## src/rtl/msc_params.svh

```systemverilog
// msc_params.svh: offsets, field positions, reset values and counts
// assumes: byte addresses on a 12-bit apb address, one 32-bit word each
`ifndef MSC_PARAMS_SVH
`define MSC_PARAMS_SVH
// documented register words per channel
`define MSC_MODE_A0   12'h3a0
`define MSC_CTLA_A0   12'h3a4
`define MSC_MODE_A1   12'h3a8
`define MSC_CTLA_A1   12'h3ac
`define MSC_MODE_A2   12'h378
`define MSC_CTLA_A2   12'h37c
// extra words per channel: base + stride * channel
`define MSC_OWN_BASE  12'h3c0
`define MSC_OWN_STEP  12'h010
`define MSC_OFS_TX    12'h000
`define MSC_OFS_BRG   12'h004
`define MSC_OFS_RX    12'h008
`define MSC_OFS_ST    12'h00c
// reset values
`define MSC_MODE_RST  8'h00
`define MSC_CTLA_RST  8'h08
// serial_mode_register fields
`define MSC_F_CKEXT   3
`define MSC_F_STP2    4
`define MSC_F_PEVEN   5
`define MSC_F_PEN     6
`define MSC_F_INV     7
// serial_control_register_a fields
`define MSC_F_HSDIR   2
`define MSC_F_EMPTY   3
`define MSC_F_HSDIS   4
`define MSC_F_NCH     5
`define MSC_F_EDGE    6
`define MSC_F_ORDER   7
// serial_mode_field codes
`define MSC_MD_OFF    3'h0
`define MSC_MD_SYNC   3'h1
`define MSC_MD_I2C    3'h2
`define MSC_MD_A7     3'h4
`define MSC_MD_A8     3'h5
`define MSC_MD_A9     3'h6
// timing: baud ticks per asynchronous bit and the sampling tick within it
`define MSC_OVS_LAST  4'hf
`define MSC_OVS_MID   4'h7
`endif

```

## src/rtl/msc_pkg.sv

```systemverilog
// msc_pkg.sv: types shared by the serial channel block
// assumes: constants come from msc_params.svh
package msc_pkg;
    typedef enum logic [1:0] {TX_IDLE, TX_ASYNC, TX_SYNC} msc_txst_t;
    typedef enum logic {RX_IDLE, RX_BUSY} msc_rxst_t;
endpackage

```

## src/rtl/msc_serial_channels.sv

```systemverilog
// msc_serial_channels.sv: three independent serial channels behind an apb slave
// assumes: pins arrive unsynchronised; output enables are low while driving
//
// The implementer's own choice: register access over APB.
`timescale 1ns/1ps
`include "msc_params.svh"
module msc_serial_channels (
    // system
    input  wire logic        clk_sys,
    input  wire logic        rstn,
    // apb slave
    input  wire logic [11:0] paddr,
    input  wire logic        psel,
    input  wire logic        penable,
    input  wire logic        pwrite,
    input  wire logic [31:0] pwdata,
    output logic      [31:0] prdata,
    output logic             pready,
    output logic             pslverr,
    // serial pins, one bit per channel
    input  wire logic [2:0]  rxdIn,
    input  wire logic [2:0]  sclkIn,
    input  wire logic [2:0]  ctsIn_n,
    output logic      [2:0]  txdOut,
    output logic      [2:0]  txdOe_n,
    output logic      [2:0]  sclkOut,
    output logic      [2:0]  sclkOe_n,
    output logic      [2:0]  rtsOut_n,
    output logic      [2:0]  hsOe_n
);

    // asynchronous frame: start bit at bit 0, idle ones fill the stop bits
    function automatic logic [12:0] frameOf(input logic [8:0] d, input logic [1:0] ws,
                                            input logic pe, input logic pev);
        logic [12:0] f;
        logic        p;
        f = 13'h1fff;
        f[0] = 1'b0;
        p = ~pev;
        for (int k = 0; k < 9; k++) begin
            if (k < 7 + int'(ws)) begin
                f[k + 1] = d[k];
                p = p ^ d[k];
            end
        end
        if (pe) begin
            f[4'(8 + int'(ws))] = p;
        end
        return f;
    endfunction

    // byte reversal for msb-first transfers; a stream operator cannot sit inside a concatenation
    function automatic logic [7:0] rev8(input logic [7:0] v);
        logic [7:0] r;
        for (int k = 0; k < 8; k++) r[k] = v[7 - k];
        return r;
    endfunction

    logic [4:0]  preCnt;
    logic [31:0] rdVec [3];
    logic [2:0]  hit;
    wire         setup = psel & ~penable;
    wire         wrDo  = psel & penable & pready & pwrite;
    wire         rdDo  = psel & penable & pready & ~pwrite;
    wire [31:0]  rdAll = rdVec[0] | rdVec[1] | rdVec[2];
    wire         tick8  = preCnt[2:0] == 3'h7;
    wire         tick32 = preCnt == 5'h1f;

    // shared prescaler feeding every channel's own baud timer
    always_ff @(posedge clk_sys or negedge rstn) begin
        if (!rstn) begin
            preCnt <= 5'h00;
        end else begin
            preCnt <= preCnt + 5'h01;
        end
    end

    // apb answer: one wait-free access phase, read data latched at setup
    always_ff @(posedge clk_sys or negedge rstn) begin
        if (!rstn) begin
            pready  <= 1'b0;
            prdata  <= 32'h0000_0000;
            pslverr <= 1'b0;
        end else begin
            pready  <= setup;
            pslverr <= setup & ~|hit;
            if (setup) begin
                prdata <= pwrite ? 32'h0000_0000 : rdAll;
            end
        end
    end

    for (genvar i = 0; i < 3; i++) begin : g_ch
        localparam logic [11:0] MODE_A = (i == 0) ? `MSC_MODE_A0 : (i == 1) ? `MSC_MODE_A1 : `MSC_MODE_A2;
        localparam logic [11:0] CTLA_A = (i == 0) ? `MSC_CTLA_A0 : (i == 1) ? `MSC_CTLA_A1 : `MSC_CTLA_A2;
        localparam logic [11:0] OWN_A  = `MSC_OWN_BASE + 12'(i) * `MSC_OWN_STEP;
        localparam logic        CAP_BC  = (i != 2);
        localparam logic        CAP_SIM = (i == 2);

        logic [7:0]  modeReg, ctlReg, brg, brgCnt;
        logic [8:0]  txHold, rxBuf, rxSyn;
        logic        txEn, rxEn, txFull, txEmpty, rxFull, perF, ferF, arbLost;
        logic        baudTick, sclkLvl, txLine, lastTx, syncDone, rxPrev;
        logic [1:0]  rxS, ckS, ctS;
        logic        ckD;
        logic [12:0] sh;
        logic [3:0]  nLeft, sub, rsub, ridx;
        logic [11:0] rfr;
        logic [8:0]  rData;
        logic        pBit;
        msc_pkg::msc_txst_t txSt;
        msc_pkg::msc_rxst_t rxSt;

        // address decode
        wire hMode = paddr == MODE_A;
        wire hCtl  = paddr == CTLA_A;
        wire hTx   = paddr == OWN_A + `MSC_OFS_TX;
        wire hBrg  = paddr == OWN_A + `MSC_OFS_BRG;
        wire hRx   = paddr == OWN_A + `MSC_OFS_RX;
        wire hSt   = paddr == OWN_A + `MSC_OFS_ST;
        assign hit[i] = hMode | hCtl | hTx | hBrg | hRx | hSt;

        // mode decode; unlisted codes act as disabled
        wire [2:0] md      = modeReg[2:0];
        wire       isI2c   = md == `MSC_MD_I2C;
        wire       isSync  = (md == `MSC_MD_SYNC) | isI2c;
        wire       isAsync = (md == `MSC_MD_A7) | (md == `MSC_MD_A8) | (md == `MSC_MD_A9);
        wire [1:0] wsel    = (md == `MSC_MD_A7) ? 2'h0 : (md == `MSC_MD_A9) ? 2'h2 : 2'h1;
        wire       extClk  = modeReg[`MSC_F_CKEXT];
        wire       pe      = modeReg[`MSC_F_PEN];
        wire       inv     = modeReg[`MSC_F_INV];
        wire       open_drain_select     = ctlReg[`MSC_F_NCH];
        wire       msb     = ctlReg[`MSC_F_ORDER] & ((md == `MSC_MD_SYNC) | (md == `MSC_MD_A8));
        wire       txBusy  = txSt != msc_pkg::TX_IDLE;

        // register read view; error flags read 0 outside async
        assign rdVec[i] = hMode ? {24'h0, modeReg} :
                          hCtl  ? {24'h0, ctlReg[7:4], txEmpty, ctlReg[2:0]} :
                          hBrg  ? {24'h0, brg} :
                          hRx   ? {16'h0, rxFull, 1'b0, perF & isAsync, ferF & isAsync, 3'h0, rxBuf} :
                          hSt   ? {26'h0, rxEn, txEn, CAP_SIM, CAP_BC, txFull, arbLost} : 32'h0;

        // software-owned configuration
        always_ff @(posedge clk_sys or negedge rstn) begin
            if (!rstn) begin
                modeReg <= `MSC_MODE_RST;
                ctlReg  <= `MSC_CTLA_RST;
                brg     <= 8'h00;
                txEn    <= 1'b0;
                rxEn    <= 1'b0;
                txHold  <= 9'h1ff;
            end else if (wrDo) begin
                if (hMode) modeReg <= pwdata[7:0];
                if (hCtl) ctlReg <= pwdata[7:0];
                if (hBrg) brg <= pwdata[7:0];
                if (hTx) txHold <= pwdata[8:0];
                if (hSt) begin
                    txEn <= pwdata[4];
                    rxEn <= pwdata[5];
                end
            end
        end

        // private baud timer: counts down on each prescaled tick, reloads from the divider at zero
        wire preTick = (ctlReg[1:0] == 2'h0) ? 1'b1 : (ctlReg[1:0] == 2'h1) ? tick8 : tick32;
        always_ff @(posedge clk_sys or negedge rstn) begin
            if (!rstn) begin
                brgCnt   <= 8'h00;
                baudTick <= 1'b0;
            end else begin
                baudTick <= 1'b0;
                if (preTick) begin
                    if (brgCnt == 8'h00) begin
                        brgCnt   <= brg;
                        baudTick <= 1'b1;
                    end else begin
                        brgCnt <= brgCnt - 8'h01;
                    end
                end
            end
        end

        // pin synchronisers; only the second stage is read by logic
        always_ff @(posedge clk_sys or negedge rstn) begin
            if (!rstn) begin
                rxS <= 2'h3;
                ckS <= 2'h3;
                ctS <= 2'h3;
                ckD <= 1'b1;
            end else begin
                rxS <= {rxS[0], rxdIn[i]};
                ckS <= {ckS[0], sclkIn[i]};
                ctS <= {ctS[0], ctsIn_n[i]};
                ckD <= ckS[1];
            end
        end

        wire rxBit   = rxS[1] ^ inv;
        wire extRise = ckS[1] & ~ckD;
        wire extFall = ~ckS[1] & ckD;
        wire ctsOk   = ctlReg[`MSC_F_HSDIS] | ctlReg[`MSC_F_HSDIR] | ~ctS[1];
        wire idleLvl = ~ctlReg[`MSC_F_EDGE];
        wire intTgl  = ~extClk & baudTick & (txSt == msc_pkg::TX_SYNC);
        // launch and sample on opposite transfer clock edges
        wire launch  = extClk ? (ctlReg[`MSC_F_EDGE] ? extRise : extFall) : intTgl & (sclkLvl == idleLvl);
        wire capture = extClk ? (ctlReg[`MSC_F_EDGE] ? extFall : extRise) : intTgl & (sclkLvl != idleLvl);
        wire [8:0] dOrd = msb ? {txHold[8], rev8(txHold[7:0])} : txHold;
        wire [3:0] nAsync = 4'(9 + int'(wsel) + int'(pe) + int'(modeReg[`MSC_F_STP2]));
        wire arbSet = isI2c & (txSt == msc_pkg::TX_SYNC) & capture & lastTx & ~rxBit;

        // transmitter: loads the shifter when software data waits and the peer allows
        always_ff @(posedge clk_sys or negedge rstn) begin
            if (!rstn) begin
                txSt     <= msc_pkg::TX_IDLE;
                sh       <= 13'h1fff;
                nLeft    <= 4'h0;
                sub      <= 4'h0;
                sclkLvl  <= 1'b1;
                txLine   <= 1'b1;
                lastTx   <= 1'b1;
                txEmpty  <= 1'b1;
                txFull   <= 1'b0;
                rxSyn    <= 9'h000;
                syncDone <= 1'b0;
            end else begin
                syncDone <= 1'b0;
                case (txSt)
                    msc_pkg::TX_IDLE: begin
                        if (isAsync) txLine <= 1'b1;
                        if (!isSync) sclkLvl <= idleLvl;
                        if (txFull & txEn & ctsOk & (isAsync | isSync)) begin
                            txFull  <= 1'b0;
                            txEmpty <= 1'b0;
                            sub     <= 4'h0;
                            if (isAsync) begin
                                sh     <= frameOf(dOrd, wsel, pe, modeReg[`MSC_F_PEVEN]);
                                nLeft  <= nAsync;
                                txLine <= 1'b0;
                                txSt   <= msc_pkg::TX_ASYNC;
                            end else begin
                                sh      <= {4'hf, isI2c ? txHold[8] : 1'b1, dOrd[7:0]};
                                nLeft   <= isI2c ? 4'h9 : 4'h8;
                                sclkLvl <= idleLvl;
                                txSt    <= msc_pkg::TX_SYNC;
                            end
                        end
                    end
                    msc_pkg::TX_ASYNC: begin
                        if (baudTick) begin
                            sub <= sub + 4'h1;
                            if (sub == `MSC_OVS_LAST) begin
                                sh     <= {1'b1, sh[12:1]};
                                txLine <= sh[1];
                                nLeft  <= nLeft - 4'h1;
                                if (nLeft == 4'h1) begin
                                    txSt    <= msc_pkg::TX_IDLE;
                                    txEmpty <= 1'b1;
                                    txLine  <= 1'b1;
                                end
                            end
                        end
                        // leaving the async modes cuts the frame; the shifter counts as empty again
                        if (!isAsync) begin
                            txSt    <= msc_pkg::TX_IDLE;
                            txEmpty <= 1'b1;
                        end
                    end
                    msc_pkg::TX_SYNC: begin
                        if (intTgl) sclkLvl <= ~sclkLvl;
                        if (launch) begin
                            txLine <= sh[0];
                            lastTx <= sh[0];
                            sh     <= {1'b1, sh[12:1]};
                        end
                        if (capture) begin
                            rxSyn <= {rxBit, rxSyn[8:1]};
                            nLeft <= nLeft - 4'h1;
                            if (nLeft == 4'h1) begin
                                txSt     <= msc_pkg::TX_IDLE;
                                txEmpty  <= 1'b1;
                                syncDone <= 1'b1;
                            end
                        end
                        if (!isSync) begin
                            txSt    <= msc_pkg::TX_IDLE;
                            txEmpty <= 1'b1;
                        end
                    end
                    default: txSt <= msc_pkg::TX_IDLE;
                endcase
                // a new write wins over the load that empties the holding word
                if (wrDo & hTx) txFull <= 1'b1;
            end
        end

        // arbitration lost: only a written zero clears, a new loss wins
        always_ff @(posedge clk_sys or negedge rstn) begin
            if (!rstn) begin
                arbLost <= 1'b0;
            end else begin
                if (wrDo & hSt & ~pwdata[0]) arbLost <= 1'b0;
                if (arbSet) arbLost <= 1'b1;
            end
        end

        // received frame fields; index of the first stop bit depends on format
        wire [3:0] rLast = 4'(8 + int'(wsel) + int'(pe));
        always_comb begin
            rData = 9'h000;
            for (int k = 0; k < 9; k++) begin
                if (k < 7 + int'(wsel)) rData[k] = rfr[k + 1];
            end
            pBit = rfr[4'(8 + int'(wsel))];
        end

        wire asyncDone = (rxSt == msc_pkg::RX_BUSY) & baudTick & (rsub == `MSC_OVS_MID) & (ridx == rLast);
        wire rxStore   = asyncDone | syncDone;
        wire perSet    = asyncDone & pe & ((^{rData, pBit}) == modeReg[`MSC_F_PEVEN]);
        wire ferSet    = asyncDone & ~rxBit;
        wire [8:0] rxNew = syncDone ? (isI2c ? {rxSyn[8], rev8(rxSyn[7:0])} :
                                       msb ? {1'b0, rev8(rxSyn[8:1])} : {1'b0, rxSyn[8:1]}) :
                           msb ? {1'b0, rev8(rData[7:0])} : rData;

        // async receiver: start edge, then mid-bit samples on the baud timer
        always_ff @(posedge clk_sys or negedge rstn) begin
            if (!rstn) begin
                rxSt   <= msc_pkg::RX_IDLE;
                rsub   <= 4'h0;
                ridx   <= 4'h0;
                rfr    <= 12'h000;
                rxPrev <= 1'b1;
            end else begin
                rxPrev <= rxBit;
                case (rxSt)
                    msc_pkg::RX_IDLE: begin
                        if (isAsync & rxEn & rxPrev & ~rxBit) begin
                            rxSt <= msc_pkg::RX_BUSY;
                            rsub <= 4'h0;
                            ridx <= 4'h0;
                        end
                    end
                    msc_pkg::RX_BUSY: begin
                        if (baudTick) begin
                            rsub <= rsub + 4'h1;
                            if (rsub == `MSC_OVS_MID) begin
                                rfr[ridx] <= rxBit;
                                ridx      <= ridx + 4'h1;
                                // a glitch that is high at mid start bit is no frame
                                if (((ridx == 4'h0) & rxBit) | (ridx == rLast)) rxSt <= msc_pkg::RX_IDLE;
                            end
                        end
                        if (!isAsync) rxSt <= msc_pkg::RX_IDLE;
                    end
                    default: rxSt <= msc_pkg::RX_IDLE;
                endcase
            end
        end

        // receive buffer and flags; a new frame wins over the clearing read
        always_ff @(posedge clk_sys or negedge rstn) begin
            if (!rstn) begin
                rxBuf  <= 9'h000;
                rxFull <= 1'b0;
                perF   <= 1'b0;
                ferF   <= 1'b0;
            end else begin
                if (rdDo & hRx) begin
                    rxFull <= 1'b0;
                    perF   <= 1'b0;
                    ferF   <= 1'b0;
                end
                if (rxStore) begin
                    rxBuf  <= rxNew;
                    rxFull <= 1'b1;
                    if (perSet) perF <= 1'b1;
                    if (ferSet) ferF <= 1'b1;
                end
            end
        end

        // pin drivers; open drain only ever pulls low
        wire txV = txLine ^ inv;
        always_ff @(posedge clk_sys or negedge rstn) begin
            if (!rstn) begin
                txdOut[i]   <= 1'b1;
                txdOe_n[i]  <= 1'b1;
                sclkOut[i]  <= 1'b1;
                sclkOe_n[i] <= 1'b1;
                rtsOut_n[i] <= 1'b1;
                hsOe_n[i]   <= 1'b1;
            end else begin
                txdOut[i]   <= open_drain_select ? 1'b0 : txV;
                txdOe_n[i]  <= ~(isAsync | isSync) | (open_drain_select & txV);
                sclkOut[i]  <= open_drain_select ? 1'b0 : sclkLvl;
                sclkOe_n[i] <= ~(isSync & ~extClk) | (open_drain_select & sclkLvl);
                rtsOut_n[i] <= ~(rxEn & ~rxFull);
                hsOe_n[i]   <= ctlReg[`MSC_F_HSDIS] | ~ctlReg[`MSC_F_HSDIR];
            end
        end

    end
endmodule

```

## config.mk

```make
export PLATFORM = sky130hd
export DESIGN_NAME = msc_serial_channels
export DESIGN_NICKNAME = d
export VERILOG_FILES = /design/src/rtl/msc_pkg.sv /design/src/rtl/msc_serial_channels.sv
export VERILOG_INCLUDE_DIRS = /design/src /design/src/rtl
export SDC_FILE = /design/constraint.sdc
export NUM_CORES = 1
export LEC_CHECK = 0
export BUFFER_PORTS_ARGS = -buffer_cell sky130_fd_sc_hd__buf_4
export CORE_MARGIN = 1.5
export CORE_UTILIZATION = 35
export DETAILED_ROUTE_END_ITERATION = 16
export GPL_TIMING_DRIVEN = 0
export HOLD_SLACK_MARGIN = 0.15
export SETUP_SLACK_MARGIN = 0.05
export SYNTH_ARGS = -nofsm -noshare
export SYNTH_HDL_FRONTEND = slang
export SYNTH_SLANG_ARGS = --single-unit
```

## constraint.sdc

```tcl
create_clock -name clk_sys -period 5.99 [get_ports clk_sys]
set_input_delay 0.2995 -clock clk_sys [delete_from_list [all_inputs] [get_ports clk_sys]]
set_output_delay 0.2995 -clock clk_sys [all_outputs]
set_load 0.01 [all_outputs]
```

==> results of run 1 <==
[power by group through the flow]
stage	registers [mW]	clock network, mW	logic, mW
global placement	2.96	0	0.696
floorplan	2.93	0	0.499
detailed placement	2.97	0	0.731
finish	2.93	2.79	0.739
CTS	2.92	2.85	0.742
global route	2.94	2.96	0.828
[area by class of cell]
cell class | count | area share (%)
antenna | 1 | 0.0101
buffer | 151 | 3.09
clock buffer | 75 | 5.59
clock inverter | 9 | 0.398
inverter | 71 | 1.07
multi-input combinational | 1596 | 42.9
sequential | 391 | 39.9
tap | 782 | 3.94
timing repair buffer | 87 | 3.09
[kinds of logic (layout without fill, tap and decap cells)]
| group | Yosys count | in the layout |
|---|---|---|
| AND/OR/NAND/NOR | 698 | 698 |
| AO/OA/AOI/OAI | 565 | 565 |
| flip-flops | 391 | 391 |
| buffers and inverters | 222 | 393 |
| multiplexers | 187 | 187 |
| XOR/XNOR | 64 | 64 |
| adder cells (fa/ha/maj) | 62 | 62 |
| other | 1 | 21 |
[per-layer routing]
metal	up-vias	part of all wire, %
met4	0	3.3
met3	116	5.4
li1	8202	-
met5	-	0
met2	518	47
met1	8909	44
[state kept, by name (all words and copies together), names as in the netlist, 21 cells and up, named ones only]
register and count:
g_ch.rfr 30, g_ch.sh 30, g_ch.rxBuf 27, g_ch.rxSyn 27, g_ch.txHold 27, g_ch.brgCnt 24, g_ch.brg 24, g_ch.modeReg 24
g_ch.ctlReg 21
[worst max-delay path by stage]
stage / start / end / slack, ns / depth (start not counted)
6_report: g_ch[0].modeReg[0]$_DFFE_PN0P_ / g_ch[0].rxBuf[1]$_DFFE_PN0N_ / 2.87 / 11
5_1_grt: g_ch[0].modeReg[0]$_DFFE_PN0P_ / g_ch[0].rxBuf[0]$_DFFE_PN0N_ / 2.61 / 11
4_1_cts: g_ch[0].modeReg[0]$_DFFE_PN0P_ / g_ch[0].rxBuf[1]$_DFFE_PN0N_ / 2.91 / 11
3_5_place_dp: g_ch[0].modeReg[0]$_DFFE_PN0P_ / g_ch[0].rxBuf[1]$_DFFE_PN0N_ / 2.99 / 11
3_3_place_gp: rstn / g_ch[1].rsub[2]$_DFFE_PN0P_ / 0.76 / 1
2_1_floorplan: g_ch[0].modeReg[0]$_DFFE_PN0P_ / g_ch[0].rxBuf[3]$_DFFE_PN0N_ / 3.55 / 12
[placed cells by master (no fill, tap or decap), types with 30 or more instances in the layout]
master / n
sky130_fd_sc_hd__xnor2_1: 39
sky130_fd_sc_hd__clkbuf_1: 90
sky130_fd_sc_hd__dfrtp_1: 280
sky130_fd_sc_hd__mux2i_1: 45
sky130_fd_sc_hd__nand2b_1: 30
sky130_fd_sc_hd__dfstp_2: 111
sky130_fd_sc_hd__o21ai_0: 142
sky130_fd_sc_hd__a21oi_1: 140
sky130_fd_sc_hd__clkbuf_16: 46
sky130_fd_sc_hd__inv_1: 71
sky130_fd_sc_hd__nand3_1: 59
sky130_fd_sc_hd__o211ai_1: 44
sky130_fd_sc_hd__buf_4: 96
sky130_fd_sc_hd__ha_1: 60
sky130_fd_sc_hd__nor3_1: 46
sky130_fd_sc_hd__mux2_2: 140
sky130_fd_sc_hd__a31oi_1: 49
sky130_fd_sc_hd__nor2_1: 129
sky130_fd_sc_hd__nand2_1: 262
sky130_fd_sc_hd__buf_2: 39
[per-stage QoR]
step / hold slack (ns) / util [%]
after floorplan: 0.00391 / -
after detailed placement: 0.245 / 38.3
final: 0.219 / 41.0
after global routing: 0.249 / 41.0
after global placement: 0.346 / 38.1
after CTS: 0.151 / 41.0
==> reports/qor_table.md, run 1 <==
| Metric | This run |
|:---|:---|
| Part of the power in the clock network | 43.2% |
| Seq pwr share | 45.3% |
| Met1 routing resource usage after global routing | 28.3% |
| Starting DRC count in detailed routing | 1543 |
| Area used by multi-input combinational logic | 10700 sq um |
| Worst min-delay path category | in -> async |
| Global-route usage over all layers | 21.1% |
| Last weighted congestion value of the routability-driven placer | 0.976 |
| Average wire per cell in the routed design | 21.2 um |
| Power per unit of standard cell area | 260 nW/um^2 |
| Area delta synth->final | 15.4% |
| Syn avg cell area | 9.84 sq um |
| Post-detailed-route DRC marker count | 0 |
| Critical path start-end classification | reg -> reg |
| Wire length after detailed routing | 67000 um |
| Met2 Track Usage GR | 34.5% |
| Static leakage | 10.7 nW |
| Pin count of the biggest net entering global routing | 126 |
| Clock network latency to the later pin of the worst-skew pair | 0.60 ns |
| Largest stage delay on the critical path | 0.41 ns |
| Combinational power share | 11.4% |
| Post-route cell area | 24900 sq um |
| Area of the mapped netlist | 21600 sq um |
| Outcome | complete, no violations |
| Element type at the critical path end | register |
| Layout filler cell count | 5930 |
| Post-DP HPWL | 48700 um |
| Post-synthesis cell type count | 102 |
| Layer carrying the most global-route usage | met2 |
| Fraction of power spent switching nets | 26.9% |
| Remaining global-route overflow | 0 |
| Filler-free cell count of the finished design | 3163 |
| Origin of the critical flop-to-flop path | g_ch[0].modeReg[0]$_DFFE_PN0P_ |
| Startpoint type of the worst setup path | register |
| Count of cells resized by post-cts repair | 0 |
| Detailed-route via count | 17.7k |
| Count of hold buffers inserted by post-cts repair | 18 |
| Final #Nets | 2463 |
| Main combinational cell family by area after synthesis | compound AO/OA/AOI/OAI gates |
| Setup-failing EPs final | 0 |
| Unrepaired setup endpoints after global routing | no |
| Share of the synthesized netlist area taken by xor and xnor gates | 2.60% |
| Tot Pwr | 6.46 mW |
| Final antenna-violating net count | 0 |
| TritonRoute pass-1 iters | 6 |
| Number of buffers inserted by port buffering | 65 |
| Vias per cell | 5.61 |
| Multiplexer share of the synthesized area | 9.53% |
| Share of the synthesized area in compound gates (AO/OA/AOI/OAI) | 17.1% |
| Syn Inst Count | 2190 |
| Tightest slew margin relative to the limit | 26.0% |
| Die height | 251 um |
| Total instance count after detailed placement | 3059 |
| Worst endpoint required time | 6.47 ns |
| Top post-synthesis cells by count | 280 x sky130_fd_sc_hd__dfrtp_1, 262 x sky130_fd_sc_hd__nand2_1, 142 x sky130_fd_sc_hd__o21ai_0 |
| Worst R2R Path Depth | 11 |
| Yosys reg bits | 391 |
| Fraction of the mapped netlist area in adder cells | 3.67% |
| Most used flip-flop cell after synthesis | sky130_fd_sc_hd__dfrtp_1 |
| Net load switching power | 1.74 mW |
| Fmax achieved | 321 MHz |
| Global-route wire length before repair | 103000 um |
| MaxCap Viol Count | 0 |
| Proportion of layout cells with a drive suffix above 1 | 21.4% |
| Area taken by flip-flops and latches | 9920 sq um |
| Series of cell instances along the critical path | buf_2 -> nor2b_1 -> nand2_1 -> inv_1 -> ha_1 -> xor2_1 -> nor3_1 -> and3_1 -> clkbuf_1 -> o21ai_0 -> o21ai_0 |
| Register-to-register setup slack | 2.87 ns |
| Worst slack after detailed placement | 2.99 ns |
| Number of core rows | 90 |
| Min Clock Period, post-route | 3.12 ns |
| Initial antenna violation count | 2 |
| Share of synthesized registers carrying an async set or reset | 100% |
| Library cell contributing the largest single delay on the critical path | sky130_fd_sc_hd__nor2b_1 |
| Worst path setup slack after routing | 2.87 ns |
| Clock tree from TritonCTS | yes |
| Die width | 251 um |
| Most frequent cell on the critical path | sky130_fd_sc_hd__o21ai_0 |
| Buffer and inverter count on the worst path | 3 |
| Top-area cell type share of the netlist area | 32.5% |
| Placement Cell Area | 23200 sq um |
| Final hold vios | 0 |
| Reg2Reg Capture Point | g_ch[0].rxBuf[1]$_DFFE_PN0N_ |
| Area of the core | 60600 sq um |
| Die ar. | 63100 sq um |
| Number of buffers between clock root and the deepest sink | 3 |
| Number of max-slew violations in the final report | 0 |
| Peak ir drop on the vdd network | 0.194 mV |
| Post-route setup TNS | 0 ns |
| Worst-margin pin slew | 1.10 ns |
| Initial Utilization | 35.6% |
| Clock-pin slew of the registers on the worst-case setup and hold paths | 0.06 ns |
| Via count of the first global-routing pass | 17.4k |
| Number of CTS-inserted buffers | 45 |
| Setup Buffers After CTS | 0 |
| Count of warnings emitted by yosys | 0 |
| Sequential-to-total area share from yosys stat | 46.0% |
| Worst clock skew on the final layout | 0.0371 ns |
| Largest area contributor in the netlist | sky130_fd_sc_hd__dfrtp_1 |
| Leading post-synthesis cells by cell area | sky130_fd_sc_hd__dfrtp_1 33%, sky130_fd_sc_hd__dfstp_2 14%, sky130_fd_sc_hd__mux2_2 7.3%, sky130_fd_sc_hd__nand2_1 4.6%, sky130_fd_sc_hd__ha_1 3.5% |
| Synth Area in Simple Gates | 16.2% |
| H-tree depth reported by CTS | 2 |
| Highest fanout seen on the critical path | 10 |
| Most numerous cell in the Yosys netlist | sky130_fd_sc_hd__dfrtp_1 |
| Master cell of the clock root buffer | sky130_fd_sc_hd__clkbuf_16 |
| Clk sinks | 391 |
| Post-synth EDFFs | 0 |
| Arrival time at the worst endpoint | 3.59 ns |
| Met3 usage in global routing | 3.56% |
| Number of ports placed on the die boundary | 110 |
| Gate family responsible for the most delay along the worst path | simple AND/OR/NAND/NOR gates |
| Int Pwr | 4.72 mW |
| Share of the cycle needed by the critical path after routing | 52.0% |
No activity file was read; power rests on OpenSTA's default activity.
==> run 2, diff against run 1 <==
==> constraint.sdc (replaced) <==
create_clock -name clk_sys -period 2.69 [get_ports clk_sys]
set_input_delay 0.1345 -clock clk_sys [delete_from_list [all_inputs] [get_ports clk_sys]]
set_output_delay 0.1345 -clock clk_sys [all_outputs]
set_load 0.01 [all_outputs]
==> reports/qor_table.md, run 2 (synthesized netlist as in run 1, its figures left out) <==
| Metric | This run | Delta |
|:---|:---|:---|
| Global-route wire length before repair | 104000 um | +0.43% |
| Wire length after detailed routing | 67400 um | +0.51% |
| Proportion of layout cells with a drive suffix above 1 | 22.4% | +0.97 points |
| Area used by multi-input combinational logic | 10700 sq um | +0.62% |
| Clock-pin slew of the registers on the worst-case setup and hold paths | 0.06 ns | about the same |
| Number of CTS-inserted buffers | 45 | unchanged |
| Highest fanout seen on the critical path | 10 | unchanged |
| Detailed-route via count | 17.8k | +0.14% |
| Static leakage | 10.8 nW | +0.70% |
| Gate family responsible for the most delay along the worst path | simple AND/OR/NAND/NOR gates |  |
| Final hold vios | 0 | unchanged |
| Worst clock skew on the final layout | 0.0354 ns | -0.00171 ns |
| Via count of the first global-routing pass | 17.5k | +0.46% |
| Die height | 251 um | unchanged |
| Clock network latency to the later pin of the worst-skew pair | 0.60 ns | about the same |
| H-tree depth reported by CTS | 2 | unchanged |
| Most frequent standard cell in the layout excluding fill and tap cells | sky130_fd_sc_hd__dfrtp_1 |  |
| Peak ir drop on the vdd network | 0.431 mV | +120% |
| MaxCap Viol Count | 0 | unchanged |
| Element type at the critical path end | register |  |
| Series of cell instances along the critical path | buf_4 -> and2b_2 -> inv_1 -> ha_1 -> ha_1 -> xor2_1 -> nor3_2 -> and3_4 -> buf_4 -> o211ai_1 -> o21ai_0 -> o21ai_1 |  |
| Startpoint type of the worst setup path | register |  |
| Initial antenna violation count | 2 | unchanged |
| Worst min-delay path category | in -> async |  |
| Layout filler cell count | 5913 | -0.29% |
| Starting DRC count in detailed routing | 1514 | -1.9% |
| Top Registers | g_ch.rfr (30), g_ch.sh (30) |  |
| Post-DP HPWL | 48700 um | unchanged |
| Number of core rows | 90 | unchanged |
| Tot Pwr | 14.4 mW | +120% |
| Pin count of the biggest net entering global routing | 126 | unchanged |
| Buffer and inverter count on the worst path | 3 | unchanged |
| Tightest slew margin relative to the limit | 27.3% | +1.3 points |
| Setup-failing EPs final | 0 | unchanged |
| Fmax achieved | 390 MHz | +22% |
| Clk sinks | 391 | unchanged |
| Worst endpoint required time | 3.15 ns | -3.32 ns |
| Worst-case hold slack | 0.174 ns | -0.0443 ns |
| Power per unit of standard cell area | 575 nW/um^2 | +120% |
| Area of the core | 60600 sq um | unchanged |
| Critical path start-end classification | reg -> reg |  |
| Library cell contributing the largest single delay on the critical path | sky130_fd_sc_hd__dfrtp_1 |  |
| Post-route core utilization | 41.4% | +0.36 points |
| Final antenna diode count | 0 | -1 |
| Initial Utilization | 35.6% | unchanged |
| Area taken by flip-flops and latches | 9920 sq um | about the same |
| Area delta synth->final | 16.4% |  |
| Number of buffers between clock root and the deepest sink | 3 | unchanged |
| Arrival time at the worst endpoint | 3.03 ns | -0.56 ns |
| TritonRoute pass-1 iters | 5 | -1 |
| Share of the cycle needed by the critical path after routing | 95.3% | +43 points |
| Last weighted congestion value of the routability-driven placer | 0.976 | unchanged |
| Number of cells on the critical path | 12 | +1 |
| Final #Nets | 2476 | +0.53% |
| Worst-margin pin slew | 1.08 ns | -0.0193 ns |
| Clock tree from TritonCTS | yes |  |
| Master cell of the clock root buffer | sky130_fd_sc_hd__clkbuf_16 |  |
| Worst R2R Path Depth | 12 | +1 |
| Remaining global-route overflow | 0 | unchanged |
| Number of ports placed on the die boundary | 110 | unchanged |
| Final antenna-violating net count | 0 | unchanged |
| Commonest non-fill, non-tap cells in the layout | 279 x sky130_fd_sc_hd__dfrtp_1, 259 x sky130_fd_sc_hd__nand2_1, 140 x sky130_fd_sc_hd__a21oi_1, 140 x sky130_fd_sc_hd__mux2_2, 137 x sky130_fd_sc_hd__o21ai_0 |  |
| Average wire per cell in the routed design | 21.2 um | +0.13% |
| Number of buffers inserted by port buffering | 65 | unchanged |
| Largest stage delay on the critical path | 0.38 ns | -0.03 ns |
| Global-route usage over all layers | 21.2% | +0.088 points |
| Vias per cell | 5.60 | -0.24% |
| Number of max-slew violations in the final report | 0 | unchanged |
| Post-detailed-route DRC marker count | 0 | unchanged |
| Min Clock Period, post-route | 2.56 ns | -0.552 ns |
| Die ar. | 63100 sq um | unchanged |
| Die width | 251 um | unchanged |
| Outcome | complete, no violations |  |
==> run 2: stage by stage <==
stage	setup WS (ns)	instances	cell area (sq um)	TNS, ns
6_report	0.125	3175	25100	0
5_1_grt	-0.0107	3175	25100	-0.0266
4_1_cts	0.0532	3171	25000	0
3_5_place_dp	-0.314	3059	23200	-6.89
3_3_place_gp	-2.38	3056	23100	-757.37
2_1_floorplan	0.248	2209	21600	0
==> run 2: metal layers <==
metal	global-route usage, %	up-vias	wire, um
li1	-	8232	-
met1	28.5	8880	29900
met2	34.6	529	31800
met3	3.48	129	3460
met4	7.21	0	2200
met5	0	-	0
==> run 2: cell type report <==
type	instances	area share, %
multi-input combinational	1596	42.8
sequential	391	39.6
clock buffer	75	5.54
tap	782	3.90
timing repair buffer	100	3.57
buffer	151	3.16
inverter	71	1.06
clock inverter	9	0.394
==> run 2: final timing paths <==
check                                                from                              to  slack (ns)
min reg2reg                      g_ch[0].rxS[0]$_DFF_PN1_        g_ch[0].rxS[1]$_DFF_PN1_        0.35
min                                                  rstn           sclkOe_n[0]$_DFF_PN1_        0.17
max                        g_ch[2].modeReg[0]$_DFFE_PN0P_    g_ch[2].rxBuf[0]$_DFFE_PN0N_        0.13
max reg2reg                g_ch[2].modeReg[0]$_DFFE_PN0P_    g_ch[2].rxBuf[0]$_DFFE_PN0N_        0.13
min in group clk_sys                             rxdIn[1]        g_ch[1].rxS[0]$_DFF_PN1_        0.18
max in group asynchronous                            rstn  g_ch[1].modeReg[2]$_DFFE_PN0P_        1.33
==> run 2: what timing repair did <==
| item | in CTS | in global routing |
|---|---|---|
| setup buffers | 1 | 3 |
| resized for setup | 16 | 22 |
| hold buffers | 27 | 0 |
| endpoints found under the setup margin | 35 | 37 |
| endpoints found under the hold margin | 177 | 0 |
| pin swaps | 0 | 3 |
| cloned | 0 | 1 |
==> run 2: report_power, final <==
group / switching [mW] / total, mW / internal (mW) / leakage, nW
Clock: 2.59 / 6.22 / 3.62 / 0.733
Sequential: 0.262 / 6.52 / 6.26 / 4.93
Combinational: 1.03 / 1.67 / 0.643 / 5.16
Total: 3.88 / 14.4 / 10.5 / 10.8
